<file path="src/iacl_pkg.sv">
package iacl_pkg;

  localparam int unsigned ADDR_W    = 32;
  localparam int unsigned PROTO_W   = 8;
  localparam int unsigned TTL_W     = 8;
  localparam int unsigned FRAG_W    = 13;

  // IPv4 protocol numbers
  localparam logic [PROTO_W-1:0] PROTO_ICMP = 8'h01;
  localparam logic [PROTO_W-1:0] PROTO_TCP  = 8'h06;
  localparam logic [PROTO_W-1:0] PROTO_UDP  = 8'h11;

  // Frame type selection of the entry
  typedef enum logic [1:0] {
    IACL_FT_ANY  = 2'h0,
    IACL_FT_IPV4 = 2'h1,
    IACL_FT_OTH  = 2'h2
  } iacl_ftype_t;

  // Protocol criterion
  typedef enum logic [2:0] {
    IACL_PR_ANY  = 3'h0,
    IACL_PR_SPEC = 3'h1,
    IACL_PR_ICMP = 3'h2,
    IACL_PR_UDP  = 3'h3,
    IACL_PR_TCP  = 3'h4
  } iacl_proto_t;

  // Three-way criterion: any, zero/no, nonzero/yes
  typedef enum logic [1:0] {
    IACL_TRI_ANY = 2'h0,
    IACL_TRI_NO  = 2'h1,
    IACL_TRI_YES = 2'h2
  } iacl_tri_t;

  // Address criterion
  typedef enum logic [1:0] {
    IACL_AD_ANY  = 2'h0,
    IACL_AD_HOST = 2'h1,
    IACL_AD_NET  = 2'h2
  } iacl_addr_t;

  // Result pipeline states, Gray ordered
  typedef enum logic [1:0] {
    IACL_ST_IDLE = 2'h0,
    IACL_ST_EVAL = 2'h1
  } iacl_state_t;

endpackage : iacl_pkg

</file>
<file path="src/iacl_entry.sv">
// Functional notes
// - IPv4 criteria apply only to IPv4 frames with frame type set to IPv4.
// - Protocol any ignores the protocol number.
// - Protocol specific needs equality with the configured 8-bit value.
// - Protocol ICMP matches ICMP frames only and flags ICMP criteria enabled.
// - Protocol UDP matches UDP frames only and flags port criteria enabled.
// - Protocol TCP matches TCP frames only and flags TCP criteria enabled.
// - Lifetime zero refuses frames with TTL above zero.
// - Any setting makes lifetime, fragment, options don't-care.
// - Fragment no refuses frames with MF set or offset nonzero.
// - Fragment yes allows only frames with MF set or offset nonzero.
// - Options no refuses frames carrying options.
// - Options yes allows only frames carrying options.
// - Source any ignores the source address.
// - Source host needs exact equality with configured source address.
// - Source network matches against configured address and mask.
// - Destination any ignores the destination address.
// - Destination host needs exact equality with configured address.
// - Destination network matches against configured address and mask.
`timescale 1ns/100ps
`default_nettype none

module iacl_entry
#(
  parameter int unsigned ADDR_WIDTH = iacl_pkg::ADDR_W
) (
  input  wire logic                           clock_i,
  input  wire logic                           rst_b_i,
  // Entry configuration
  input  wire iacl_pkg::iacl_ftype_t          frame_type_i,
  input  wire iacl_pkg::iacl_proto_t          proto_mode_i,
  input  wire logic [iacl_pkg::PROTO_W-1:0]   proto_value_i,
  input  wire iacl_pkg::iacl_tri_t            ttl_mode_i,
  input  wire iacl_pkg::iacl_tri_t            frag_mode_i,
  input  wire iacl_pkg::iacl_tri_t            opt_mode_i,
  input  wire iacl_pkg::iacl_addr_t           src_mode_i,
  input  wire logic [ADDR_WIDTH-1:0]          source_ipv4_address_i,
  input  wire logic [ADDR_WIDTH-1:0]          source_ipv4_mask_i,
  input  wire iacl_pkg::iacl_addr_t           dst_mode_i,
  input  wire logic [ADDR_WIDTH-1:0]          destination_ipv4_address_i,
  input  wire logic [ADDR_WIDTH-1:0]          destination_ipv4_mask_i,
  // Parsed header from the frame parser
  input  wire logic                           hdr_valid_i,
  input  wire logic                           hdr_is_ipv4_i,
  input  wire logic [iacl_pkg::PROTO_W-1:0]   hdr_proto_i,
  input  wire logic [iacl_pkg::TTL_W-1:0]     hdr_ttl_i,
  input  wire logic                           hdr_mf_i,
  input  wire logic [iacl_pkg::FRAG_W-1:0]    hdr_frag_off_i,
  input  wire logic                           hdr_options_i,
  input  wire logic [ADDR_WIDTH-1:0]          hdr_src_i,
  input  wire logic [ADDR_WIDTH-1:0]          hdr_dst_i,
  // Result
  output logic                                hit_valid_o,
  output logic                                hit_o,
  output logic                                icmp_crit_en_o,
  output logic                                port_crit_en_o,
  output logic                                tcp_crit_en_o
);

  import iacl_pkg::*;

  // Named slots of the repeated decoders
  localparam int unsigned ADR_SRC  = 0;
  localparam int unsigned ADR_DST  = 1;
  localparam int unsigned N_ADR    = 2;
  localparam int unsigned TRI_TTL  = 0;
  localparam int unsigned TRI_FRAG = 1;
  localparam int unsigned TRI_OPT  = 2;
  localparam int unsigned N_TRI    = 3;
  localparam int unsigned EN_ICMP  = 0;
  localparam int unsigned EN_UDP   = 1;
  localparam int unsigned EN_TCP   = 2;
  localparam int unsigned N_EN     = 3;
  localparam int unsigned N_CRIT   = N_ADR + N_TRI + 2;

  // Protocol modes that open extra criteria, one per enable slot
  localparam iacl_proto_t EN_MODE [N_EN] = '{IACL_PR_ICMP, IACL_PR_UDP, IACL_PR_TCP};

  if (ADDR_WIDTH != ADDR_W) begin : g_chk
    $error("iacl_entry: ADDR_WIDTH must equal 32");
  end

  // Result register image
  typedef struct packed {
    iacl_state_t st;
    logic        vld;
    logic        hit;
    logic        icmp_en;
    logic        port_en;
    logic        tcp_en;
  } iacl_regs_t;

  // Reset image: idle, no result
  localparam iacl_regs_t REGS_RST = '{
    st:      IACL_ST_IDLE,
    vld:     1'b0,
    hit:     1'b0,
    icmp_en: 1'b0,
    port_en: 1'b0,
    tcp_en:  1'b0
  };

  iacl_regs_t r_q;
  iacl_regs_t r_d;

  // Address criterion decode, used for source and destination
  function automatic logic addr_ok(input iacl_addr_t        mode,
                                   input logic [ADDR_W-1:0] frm,
                                   input logic [ADDR_W-1:0] cfg,
                                   input logic [ADDR_W-1:0] msk);
    logic ok;
    ok = 1'b0;
    case (mode)
      IACL_AD_ANY: begin
        ok = 1'b1;
      end
      IACL_AD_HOST: begin
        ok = (frm == cfg);
      end
      IACL_AD_NET: begin
        ok = ((frm & msk) == (cfg & msk));
      end
      default: begin
        ok = 1'b0;
      end
    endcase
    return ok;
  endfunction : addr_ok

  // Three-way condition decode, used for TTL, fragment and options
  function automatic logic tri_ok(input iacl_tri_t mode,
                                  input logic      cond);
    logic ok;
    ok = 1'b0;
    case (mode)
      IACL_TRI_ANY: begin
        ok = 1'b1;
      end
      IACL_TRI_NO: begin
        ok = !cond;
      end
      IACL_TRI_YES: begin
        ok = cond;
      end
      default: begin
        ok = 1'b0;
      end
    endcase
    return ok;
  endfunction : tri_ok

  // Per-criterion results
  logic                proto_ok;
  logic                ipv4_ok;
  iacl_addr_t          adr_mode [N_ADR];
  logic [ADDR_W-1:0]   adr_frm  [N_ADR];
  logic [ADDR_W-1:0]   adr_cfg  [N_ADR];
  logic [ADDR_W-1:0]   adr_msk  [N_ADR];
  logic [N_ADR-1:0]    adr_hit;
  iacl_tri_t           tri_mode [N_TRI];
  logic [N_TRI-1:0]    tri_cond;
  logic [N_TRI-1:0]    tri_hit;
  logic [N_EN-1:0]     en_hit;
  logic [N_CRIT-1:0]   crit_ok;

  // Protocol criterion
  always_comb begin
    proto_ok = 1'b0;
    case (proto_mode_i)
      IACL_PR_ANY: begin
        proto_ok = 1'b1;
      end
      IACL_PR_SPEC: begin
        proto_ok = (hdr_proto_i == proto_value_i);
      end
      IACL_PR_ICMP: begin
        proto_ok = (hdr_proto_i == PROTO_ICMP);
      end
      IACL_PR_UDP: begin
        proto_ok = (hdr_proto_i == PROTO_UDP);
      end
      IACL_PR_TCP: begin
        proto_ok = (hdr_proto_i == PROTO_TCP);
      end
      default: begin
        proto_ok = 1'b0;
      end
    endcase
  end

  assign ipv4_ok = hdr_is_ipv4_i && (frame_type_i == IACL_FT_IPV4);

  assign adr_mode[ADR_SRC] = src_mode_i;
  assign adr_frm[ADR_SRC]  = hdr_src_i;
  assign adr_cfg[ADR_SRC]  = source_ipv4_address_i;
  assign adr_msk[ADR_SRC]  = source_ipv4_mask_i;

  assign adr_mode[ADR_DST] = dst_mode_i;
  assign adr_frm[ADR_DST]  = hdr_dst_i;
  assign adr_cfg[ADR_DST]  = destination_ipv4_address_i;
  assign adr_msk[ADR_DST]  = destination_ipv4_mask_i;

  for (genvar g = 0; g < N_ADR; g++) begin : g_adr
    assign adr_hit[g] = addr_ok(adr_mode[g], adr_frm[g], adr_cfg[g], adr_msk[g]);
  end

  assign tri_mode[TRI_TTL]  = ttl_mode_i;
  assign tri_cond[TRI_TTL]  = (hdr_ttl_i != '0);

  assign tri_mode[TRI_FRAG] = frag_mode_i;
  assign tri_cond[TRI_FRAG] = hdr_mf_i || (hdr_frag_off_i != '0);

  assign tri_mode[TRI_OPT]  = opt_mode_i;
  assign tri_cond[TRI_OPT]  = hdr_options_i;

  for (genvar g = 0; g < N_TRI; g++) begin : g_tri
    assign tri_hit[g] = tri_ok(tri_mode[g], tri_cond[g]);
  end

  for (genvar g = 0; g < N_EN; g++) begin : g_en
    assign en_hit[g] = ipv4_ok && (proto_mode_i == EN_MODE[g]);
  end

  assign crit_ok = {ipv4_ok, proto_ok, tri_hit, adr_hit};

  // Header taken on each valid cycle, result one cycle later
  always_comb begin
    r_d = r_q;
    case (r_q.st)
      IACL_ST_IDLE: begin
        if (hdr_valid_i) begin
          r_d.st = IACL_ST_EVAL;
        end
      end
      IACL_ST_EVAL: begin
        if (!hdr_valid_i) begin
          r_d.st = IACL_ST_IDLE;
        end
      end
      default: begin
        r_d.st = IACL_ST_IDLE;
      end
    endcase
    // Result valid follows the next state
    r_d.vld = (r_d.st == IACL_ST_EVAL);
    if (hdr_valid_i) begin
      r_d.hit     = &crit_ok;
      r_d.icmp_en = en_hit[EN_ICMP];
      r_d.port_en = en_hit[EN_UDP];
      r_d.tcp_en  = en_hit[EN_TCP];
    end
  end

  // Asynchronous reset to the idle image
  always_ff @(posedge clock_i or negedge rst_b_i) begin
    if (!rst_b_i) begin
      r_q <= REGS_RST;
    end else begin
      r_q <= r_d;
    end
  end

  // Outputs straight from the result register
  assign hit_valid_o    = r_q.vld;
  assign hit_o          = r_q.hit;
  assign icmp_crit_en_o = r_q.icmp_en;
  assign port_crit_en_o = r_q.port_en;
  assign tcp_crit_en_o  = r_q.tcp_en;

endmodule : iacl_entry

`default_nettype wire

</file>
<file path="config.mk">
export PLATFORM = sky130hd
export DESIGN_NAME = iacl_entry
export DESIGN_NICKNAME = d
export VERILOG_FILES = /design/src/iacl_pkg.sv /design/src/iacl_entry.sv
export SDC_FILE = /design/constraint.sdc
export NUM_CORES = 1
export LEC_CHECK = 0
export BUFFER_PORTS_ARGS = -buffer_cell sky130_fd_sc_hd__clkbuf_2
export CAP_MARGIN = 20
export CELL_PAD_IN_SITES_DETAIL_PLACEMENT = 2
export CELL_PAD_IN_SITES_GLOBAL_PLACEMENT = 2
export CORE_MARGIN = 2
export CORE_UTILIZATION = 12
export CTS_CLUSTER_SIZE = 12
export DETAILED_ROUTE_END_ITERATION = 10
export MAX_ROUTING_LAYER = met4
export PLACE_DENSITY_LB_ADDON = 0.1
export SKIP_CTS_REPAIR_TIMING = 1
export SYNTH_ARGS = -nofsm -noshare
export SYNTH_HDL_FRONTEND = slang
export SYNTH_SLANG_ARGS = --single-unit
export TNS_END_PERCENT = 10
</file>
<file path="constraint.sdc">
create_clock -name clock_i -period 0.8 [get_ports clock_i]
set_input_delay 0.16 -clock clock_i [delete_from_list [all_inputs] [get_ports clock_i]]
set_output_delay 0.16 -clock clock_i [all_outputs]
set_load 0.02 [all_outputs]
</file>
Yosys cells after proc, flatten, opt, wreduce, memory -nomap -nowiden. Index checks and enable logic that the tools add are counted.

Register bits: 7. Output and inout bits: 5.

Multiplexer cells: 9. Eq/ne operators: 25. Bitwise logic cells: 4. Reduce and logical (&&, ||, !) cells: 18.

Operator list (count): AND 32 bit (4); == test 32 bit (4); == test 2 x 1 -> 1 bit (second input constant) (8); case mux 1 bit (3 select lines) (5); nonzero test 13 bit (1); zero test 2 bit (6); == test 2 bit (second input constant) (5); == test 8 x 1 -> 1 bit (second input constant) (1); == test 8 x 3 -> 1 bit (second input constant) (1); == test 8 x 5 -> 1 bit (second input constant) (1); == test 8 bit (1); nonzero test 8 bit (1); AND reduction 7 bit (1); == test 3 x 2 -> 1 bit (second input constant) (2); case mux 1 bit (5 select lines) (1); logical AND 1 bit (4); two-way mux 2 bit (2); case mux 2 bit (2 select lines) (1); == test 3 x 1 -> 1 bit (second input constant) (1); == test 3 bit (second input constant) (1); zero test 1 bit (3); zero test 3 bit (1); logical OR 1 bit (1).

Depth between registers and ports, before layout.
Depth in word-level cells: 5. Depth in mapped cells: 8.

Least setup slack after synthesis. OpenSTA, ideal clock, no wires.

Path kind: input to register. Start point: in hdr_dst_i[30]. End point: reg r_q (netlist bit hit_o). Setup slack: -627 ps. Arrival time: 1326 ps. Data required time: 699 ps. Stages on the path: 7. Buffers on the path: 0. Path through: xor2_1 a22o_1 a221oi_1 nand4_1 nor3_1 o2111ai_1 o32ai_1.

Cells in the longest elaborated chain, start to end: 4. Elaborated cells between the ends (all ways): 5.

Ends and longest elaborated chain: start: declaration (line iacl_entry.sv:51) `input wire logic [ADDR_WIDTH-1:0] hdr_dst_i,`; AND 32 bit (line iacl_entry.sv:121) `ok = ((frm & msk) == (cfg & msk));`; == test 32 bit (line iacl_entry.sv:121); case mux 1 bit (3 select lines) * (line iacl_entry.sv:113) `case (mode)`; AND reduction 7 bit * (line iacl_entry.sv:247) `r_d.hit = &crit_ok;`; end signal: assignment (line iacl_entry.sv:259) `r_q <= r_d;`; end: declaration (line iacl_entry.sv:103) `iacl_regs_t r_q;`.

Mark *: on every way between the ends. The rest lies on a longest branch, timed or not. A chain may end at the register's enable or synchronous reset.

Final worst setup path.
Start point: in hdr_dst_i[9]. End point: reg r_q (netlist bit hit_o).

The elaborated chain is that of the path after synthesis.

==> impl.org <==
** Finish
- For this run, the share of the core covered by cells in the final layout is 0.266.
- In the final layout, the share of cells above drive strength 1 is 0.636.
- The number of antenna diodes in the final layout is 0.
- The multi-input combinational cells in the finished layout cover a total of 0.00149 mm2.
- Number of cells in the finished layout apart from fillers :: 662
- Area growth syn-to-layout :: 118%
- The final layout contains approximately 740 nets.
- Counting the fill cells in the layout gives between 1,500 and 2,000.
- Registers take approximately 150 um2.
- Final instance area :: 0.00348 mm2

** Timing
- In the finished design, the share of the clock period the worst path needs comes to 1.94.
- After routing, the total negative slack on setup checks comes to -1.35 ns.
- Setup repair after global routing could not meet its margin everywhere.
- The routed design could run at a clock period as short as around 1.6 ns.
- Final setup skew :: between 0.001 and 0.0015 ns
- Final hold violation count :: 0
- Final setup vio count :: 6
- Min Hold Slack :: 0.239 ns
- Setup slack of the critical path after layout :: -0.753 ns
- Based on the critical path, the design can be clocked at up to 644 MHz.
- The count of pins over their slew limit was 0.

** Clock tree
- CTS built an H-tree with a depth of 1.
- Total clock buffers created by CTS :: 3
- TritonCTS built the clock tree.
- Sinks on the clock net :: 6
- Buffer levels on the longest clock path :: 2
- Library cell used as clock root buffer :: sky130_fd_sc_hd__clkbuf_16
- Clock-pin slew was measured on the worst setup and hold paths at 0.03 ns.
- The later pin in the worst-skew pair is clocked with a latency of around 0.23 ns.

** Die
- In this run the count of I/O pins placed on the die edge is about 260.
- Core footprint :: around 0.013 mm2
- Die area :: about 0.014 mm2
- Overall die width :: approximately 120 um
- The initialized floorplan defines 42 standard-cell rows.
- Starting utilization of the core area :: 0.122
- DIE HEIGHT :: between 100 and 150 um

** Drt
- Amount of wire on met3 after detailed routing :: ~830 um
- The routed layout has roughly 2,700 vias.
- The pre-antenna-repair detailed-routing pass consisted of 4 iterations.
- For this run, design rule violations remaining after detail routing come to 0.
- Once detail routing completed, the nets flagged for antenna violations numbered 0.
- Uppermost routed layer :: met4
- Drt first-iter violations :: 37
- Dividing the detail-routed via count by the number of cells gives between 4 and 5.
- Dividing the detail-routed wire length by the instance count gives about 16 um.
- In the final routing, the length of wire on met1 measures 3970 um.
- Detailed routing placed a total of ~5700 um of wire on met2.
- The routed design has about 11,000 um of wire.

** Placed design
- Routability-driven placement finished with a final weighted congestion of between 0.7 and 0.8.
- Number of port buffers :: between 200 and 300
- Cell Count Post-Placement :: roughly 660
- DP HPWL :: 10,100 um
- Once placement finished, the instance area stood at between 0.003 and 0.004 mm2.

** Pwr
- Of the total power, combinational logic draws 0.602.
- Int Power :: roughly 1.9 mW
- Of the total power, the share spent switching nets is 0.325.
- Leakage power figure :: ~1.9 nW
- Of the total power, registers draw 0.113.
- Max IR drop VDD :: roughly 1.4 mV
- Switching power :: 912 uW
- Total power per unit cell area :: 806 mW/mm2
- Clk network pwr share :: 0.285

** Synth
- Area share of and/or/nand/nor cells after synthesis :: 0.203
- Post-synthesis xor/xnor area fraction :: 0.395
- Multiplexer share of the synthesized area :: 0.0188
- In this run, distinct cell masters in the synthesized netlist total 35.
- Sequential element share of the synthesized area :: 0.0942
- Of the total synthesized cell area, the portion taken by full adders, half adders and majority gates is 0.
- Flip-flop and latch count after synthesis :: 6
- Main combinational cell family by area after synthesis :: XOR/XNOR gates
- Yosys warning count :: 0
- Synthesized-area fraction occupied by ao, oa, aoi and oai cells :: 0.270
- After synthesis the cells add up to between 0.0015 and 0.002 mm2.
- Counting every instance in the synthesized netlist gives 197.
- A synthesized cell averages about 8 um2.
- Net count after synthesis :: about 450

** Global routing
- The number of global-route vias before repair was ~3,200.
- Residual overflow from global routing :: 0
- The first global-routing pass estimated about 16,000 um of wire.
- Antenna violations before repair :: 0
- Entering global routing, the biggest net connects 7 pins.
- Global Route Usage Sum :: 0.149

** Outcome
- The flow ran to the end, but the final reports show violations.
- The final reports fail on negative setup slack.

** Run
- Max-cap viol count :: 0

** Setup path
- The most critical setup path has its startpoint at hdr_dst_i[9].
- Maximum fanout count along the critical path :: 2
- End of the worst register-to-register path :: port_crit_en_o$_DFFE_PN0P_
- At the worst endpoint, the required time is around 0.93 ns.
- STA classifies the critical path startpoint as a primary input.
- Worst reg2reg path startpoint :: port_crit_en_o$_DFFE_PN0P_
- STA classifies the critical path endpoint as a flip-flop.
- The critical path ends at hit_o$_DFFE_PN0P_.
- The setup path with the least slack is of type primary input to flip-flop.
- Worst-case register-to-register setup slack :: about 0.08 ns
- The number of cells on the worst reg-to-reg path is 1.
- Worst Path Arrival :: approximately 1.7 ns

** Hold path
- Tightest Hold Check Type :: primary input to flip-flop
## worst min-delay path by stage
| stage | to | from | cells after the start | slack, ns |
|---|---|---|---|---|
| 3_5_place_dp | port_crit_en_o$_DFFE_PN0P_ | rst_b_i | 1 | 0.002 |
| 3_3_place_gp | icmp_crit_en_o$_DFFE_PN0P_ | rst_b_i | 1 | 0.0004 |
| 2_1_floorplan | hit_o$_DFFE_PN0P_ | rst_b_i | 0 | -0.14 |
| 6_report | hit_o$_DFFE_PN0P_ | hdr_valid_i | 3 | 0.24 |
| 4_1_cts | tcp_crit_en_o$_DFFE_PN0P_ | rst_b_i | 1 | -0.24 |
| 5_1_grt | hit_o$_DFFE_PN0P_ | hdr_valid_i | 3 | 0.26 |
## worst max-delay path: stages
cell and delay [ns]:
sky130_fd_sc_hd__clkbuf_2 0.10, sky130_fd_sc_hd__xor2_2 0.20, sky130_fd_sc_hd__nor4_2 0.27, sky130_fd_sc_hd__buf_4 0.15, sky130_fd_sc_hd__nand4_1 0.10, sky130_fd_sc_hd__o21a_1 0.21, sky130_fd_sc_hd__nor2_2 0.09, sky130_fd_sc_hd__o2111ai_2 0.14
sky130_fd_sc_hd__o32ai_2 0.26
## through the flow
stage / setup slack (ns) / total power [mW]
finish: -0.753 / 2.80
global route: -0.924 / 3.06
CTS: -0.958 / 2.82
detailed placement: -1.15 / 1.99
global placement: -1.12 / 1.96
floorplan: -0.627 / 0.918
## power groups by stage
stage          combinational [mW]  clock (mW)  sequential, mW
3_5_place_dp                 1.67           0           0.319
2_1_floorplan               0.594           0           0.324
4_1_cts                      1.68       0.825           0.316
5_1_grt                      1.89       0.855           0.316
6_report                     1.69       0.800           0.315
3_3_place_gp                 1.65           0           0.319
## metal layers
| metal | GRT usage | up-vias |
|---|---|---|
| li1 | - | 1346 |
| met1 | 0.160 | 1251 |
| met2 | 0.287 | 130 |
| met3 | 0.0378 | 4 |
| met4 | 0.0104 | 0 |
| met5 | - | - |
## cell usage after synthesis
| cell | number | share of area |
|---|---|---|
| sky130_fd_sc_hd__a22o_1 | 12 | 0.066 |
| sky130_fd_sc_hd__dfrtp_1 | 6 | 0.094 |
| sky130_fd_sc_hd__nor2_1 | 8 | 0.019 |
| sky130_fd_sc_hd__o2111ai_1 | 1 | 0.0055 |
| sky130_fd_sc_hd__o32ai_1 | 1 | 0.0055 |
| sky130_fd_sc_hd__inv_1 | 5 | 0.012 |
| sky130_fd_sc_hd__o21a_1 | 1 | 0.0047 |
| sky130_fd_sc_hd__xor2_1 | 65 | 0.36 |
| sky130_fd_sc_hd__o22ai_1 | 1 | 0.0039 |
| sky130_fd_sc_hd__nand4_1 | 9 | 0.035 |
| sky130_fd_sc_hd__a22oi_1 | 10 | 0.047 |
| sky130_fd_sc_hd__o21ai_1 | 1 | 0.0031 |
| sky130_fd_sc_hd__buf_4 | 1 | 0.0047 |
| sky130_fd_sc_hd__nand4b_1 | 1 | 0.0055 |
| sky130_fd_sc_hd__nor2_2 | 1 | 0.0039 |
| sky130_fd_sc_hd__nand3_1 | 4 | 0.013 |
| sky130_fd_sc_hd__nor2b_1 | 3 | 0.012 |
| sky130_fd_sc_hd__nor4_1 | 22 | 0.086 |
| sky130_fd_sc_hd__o22ai_2 | 1 | 0.0078 |
| sky130_fd_sc_hd__a32oi_1 | 1 | 0.0055 |
| sky130_fd_sc_hd__a21oi_1 | 3 | 0.0094 |
| sky130_fd_sc_hd__mux2i_1 | 3 | 0.019 |
| sky130_fd_sc_hd__o31ai_1 | 2 | 0.0094 |
| sky130_fd_sc_hd__xnor2_1 | 5 | 0.027 |
| sky130_fd_sc_hd__conb_1 | 1 | 0.0024 |
| sky130_fd_sc_hd__a221oi_2 | 2 | 0.019 |
| sky130_fd_sc_hd__a221oi_1 | 8 | 0.044 |
| sky130_fd_sc_hd__a21oi_2 | 1 | 0.0055 |
| sky130_fd_sc_hd__a222oi_1 | 2 | 0.013 |
| sky130_fd_sc_hd__o2bb2ai_1 | 1 | 0.0055 |
| sky130_fd_sc_hd__o21ai_0 | 5 | 0.016 |
| sky130_fd_sc_hd__xor2_2 | 1 | 0.010 |
| sky130_fd_sc_hd__nand2_1 | 6 | 0.014 |
| sky130_fd_sc_hd__nor3_1 | 2 | 0.0063 |
| sky130_fd_sc_hd__nor2b_4 | 1 | 0.0086 |
## logic make-up after synthesis
group | after synthesis
AO/OA/AOI/OAI | 53
XOR/XNOR | 71
buffers and inverters | 6
flip-flops | 6
multiplexers | 3
other | 1
AND/OR/NAND/NOR | 57
## cell type report
type	count	share of cell area
repair buffers	287	0.437
inverters	5	0.00540
well taps	176	0.0633
multi-input cells	185	0.429
flip-flops and latches	6	0.0432
clock buffers	3	0.0216
## layout by cell type (no fill, tap or decap), drive strengths merged
cell and n:
a21oi 4, a221oi 10, a222oi 2, a22o 12
a22oi 10, a32oi 1, buf 35, clkbuf 254
conb 1, dfrtp 6, dlygate4sd3 1, inv 5
mux2i 3, nand2 6, nand3 4, nand4 9
nand4b 1, nor2 9, nor2b 4, nor3 2
nor4 22, o2111ai 1, o21a 1, o21ai 6
o22ai 2, o2bb2ai 1, o31ai 2, o32ai 1
xnor2 5, xor2 66
## registers in the layout, summed over array words and instances, names as in the netlist
name / flops
r_q: 1
tcp_crit_en_o: 1
port_crit_en_o: 1
hit_o: 1
icmp_crit_en_o: 1
hit_valid_o: 1
Note: power is estimated with default switching activity, not from simulation.
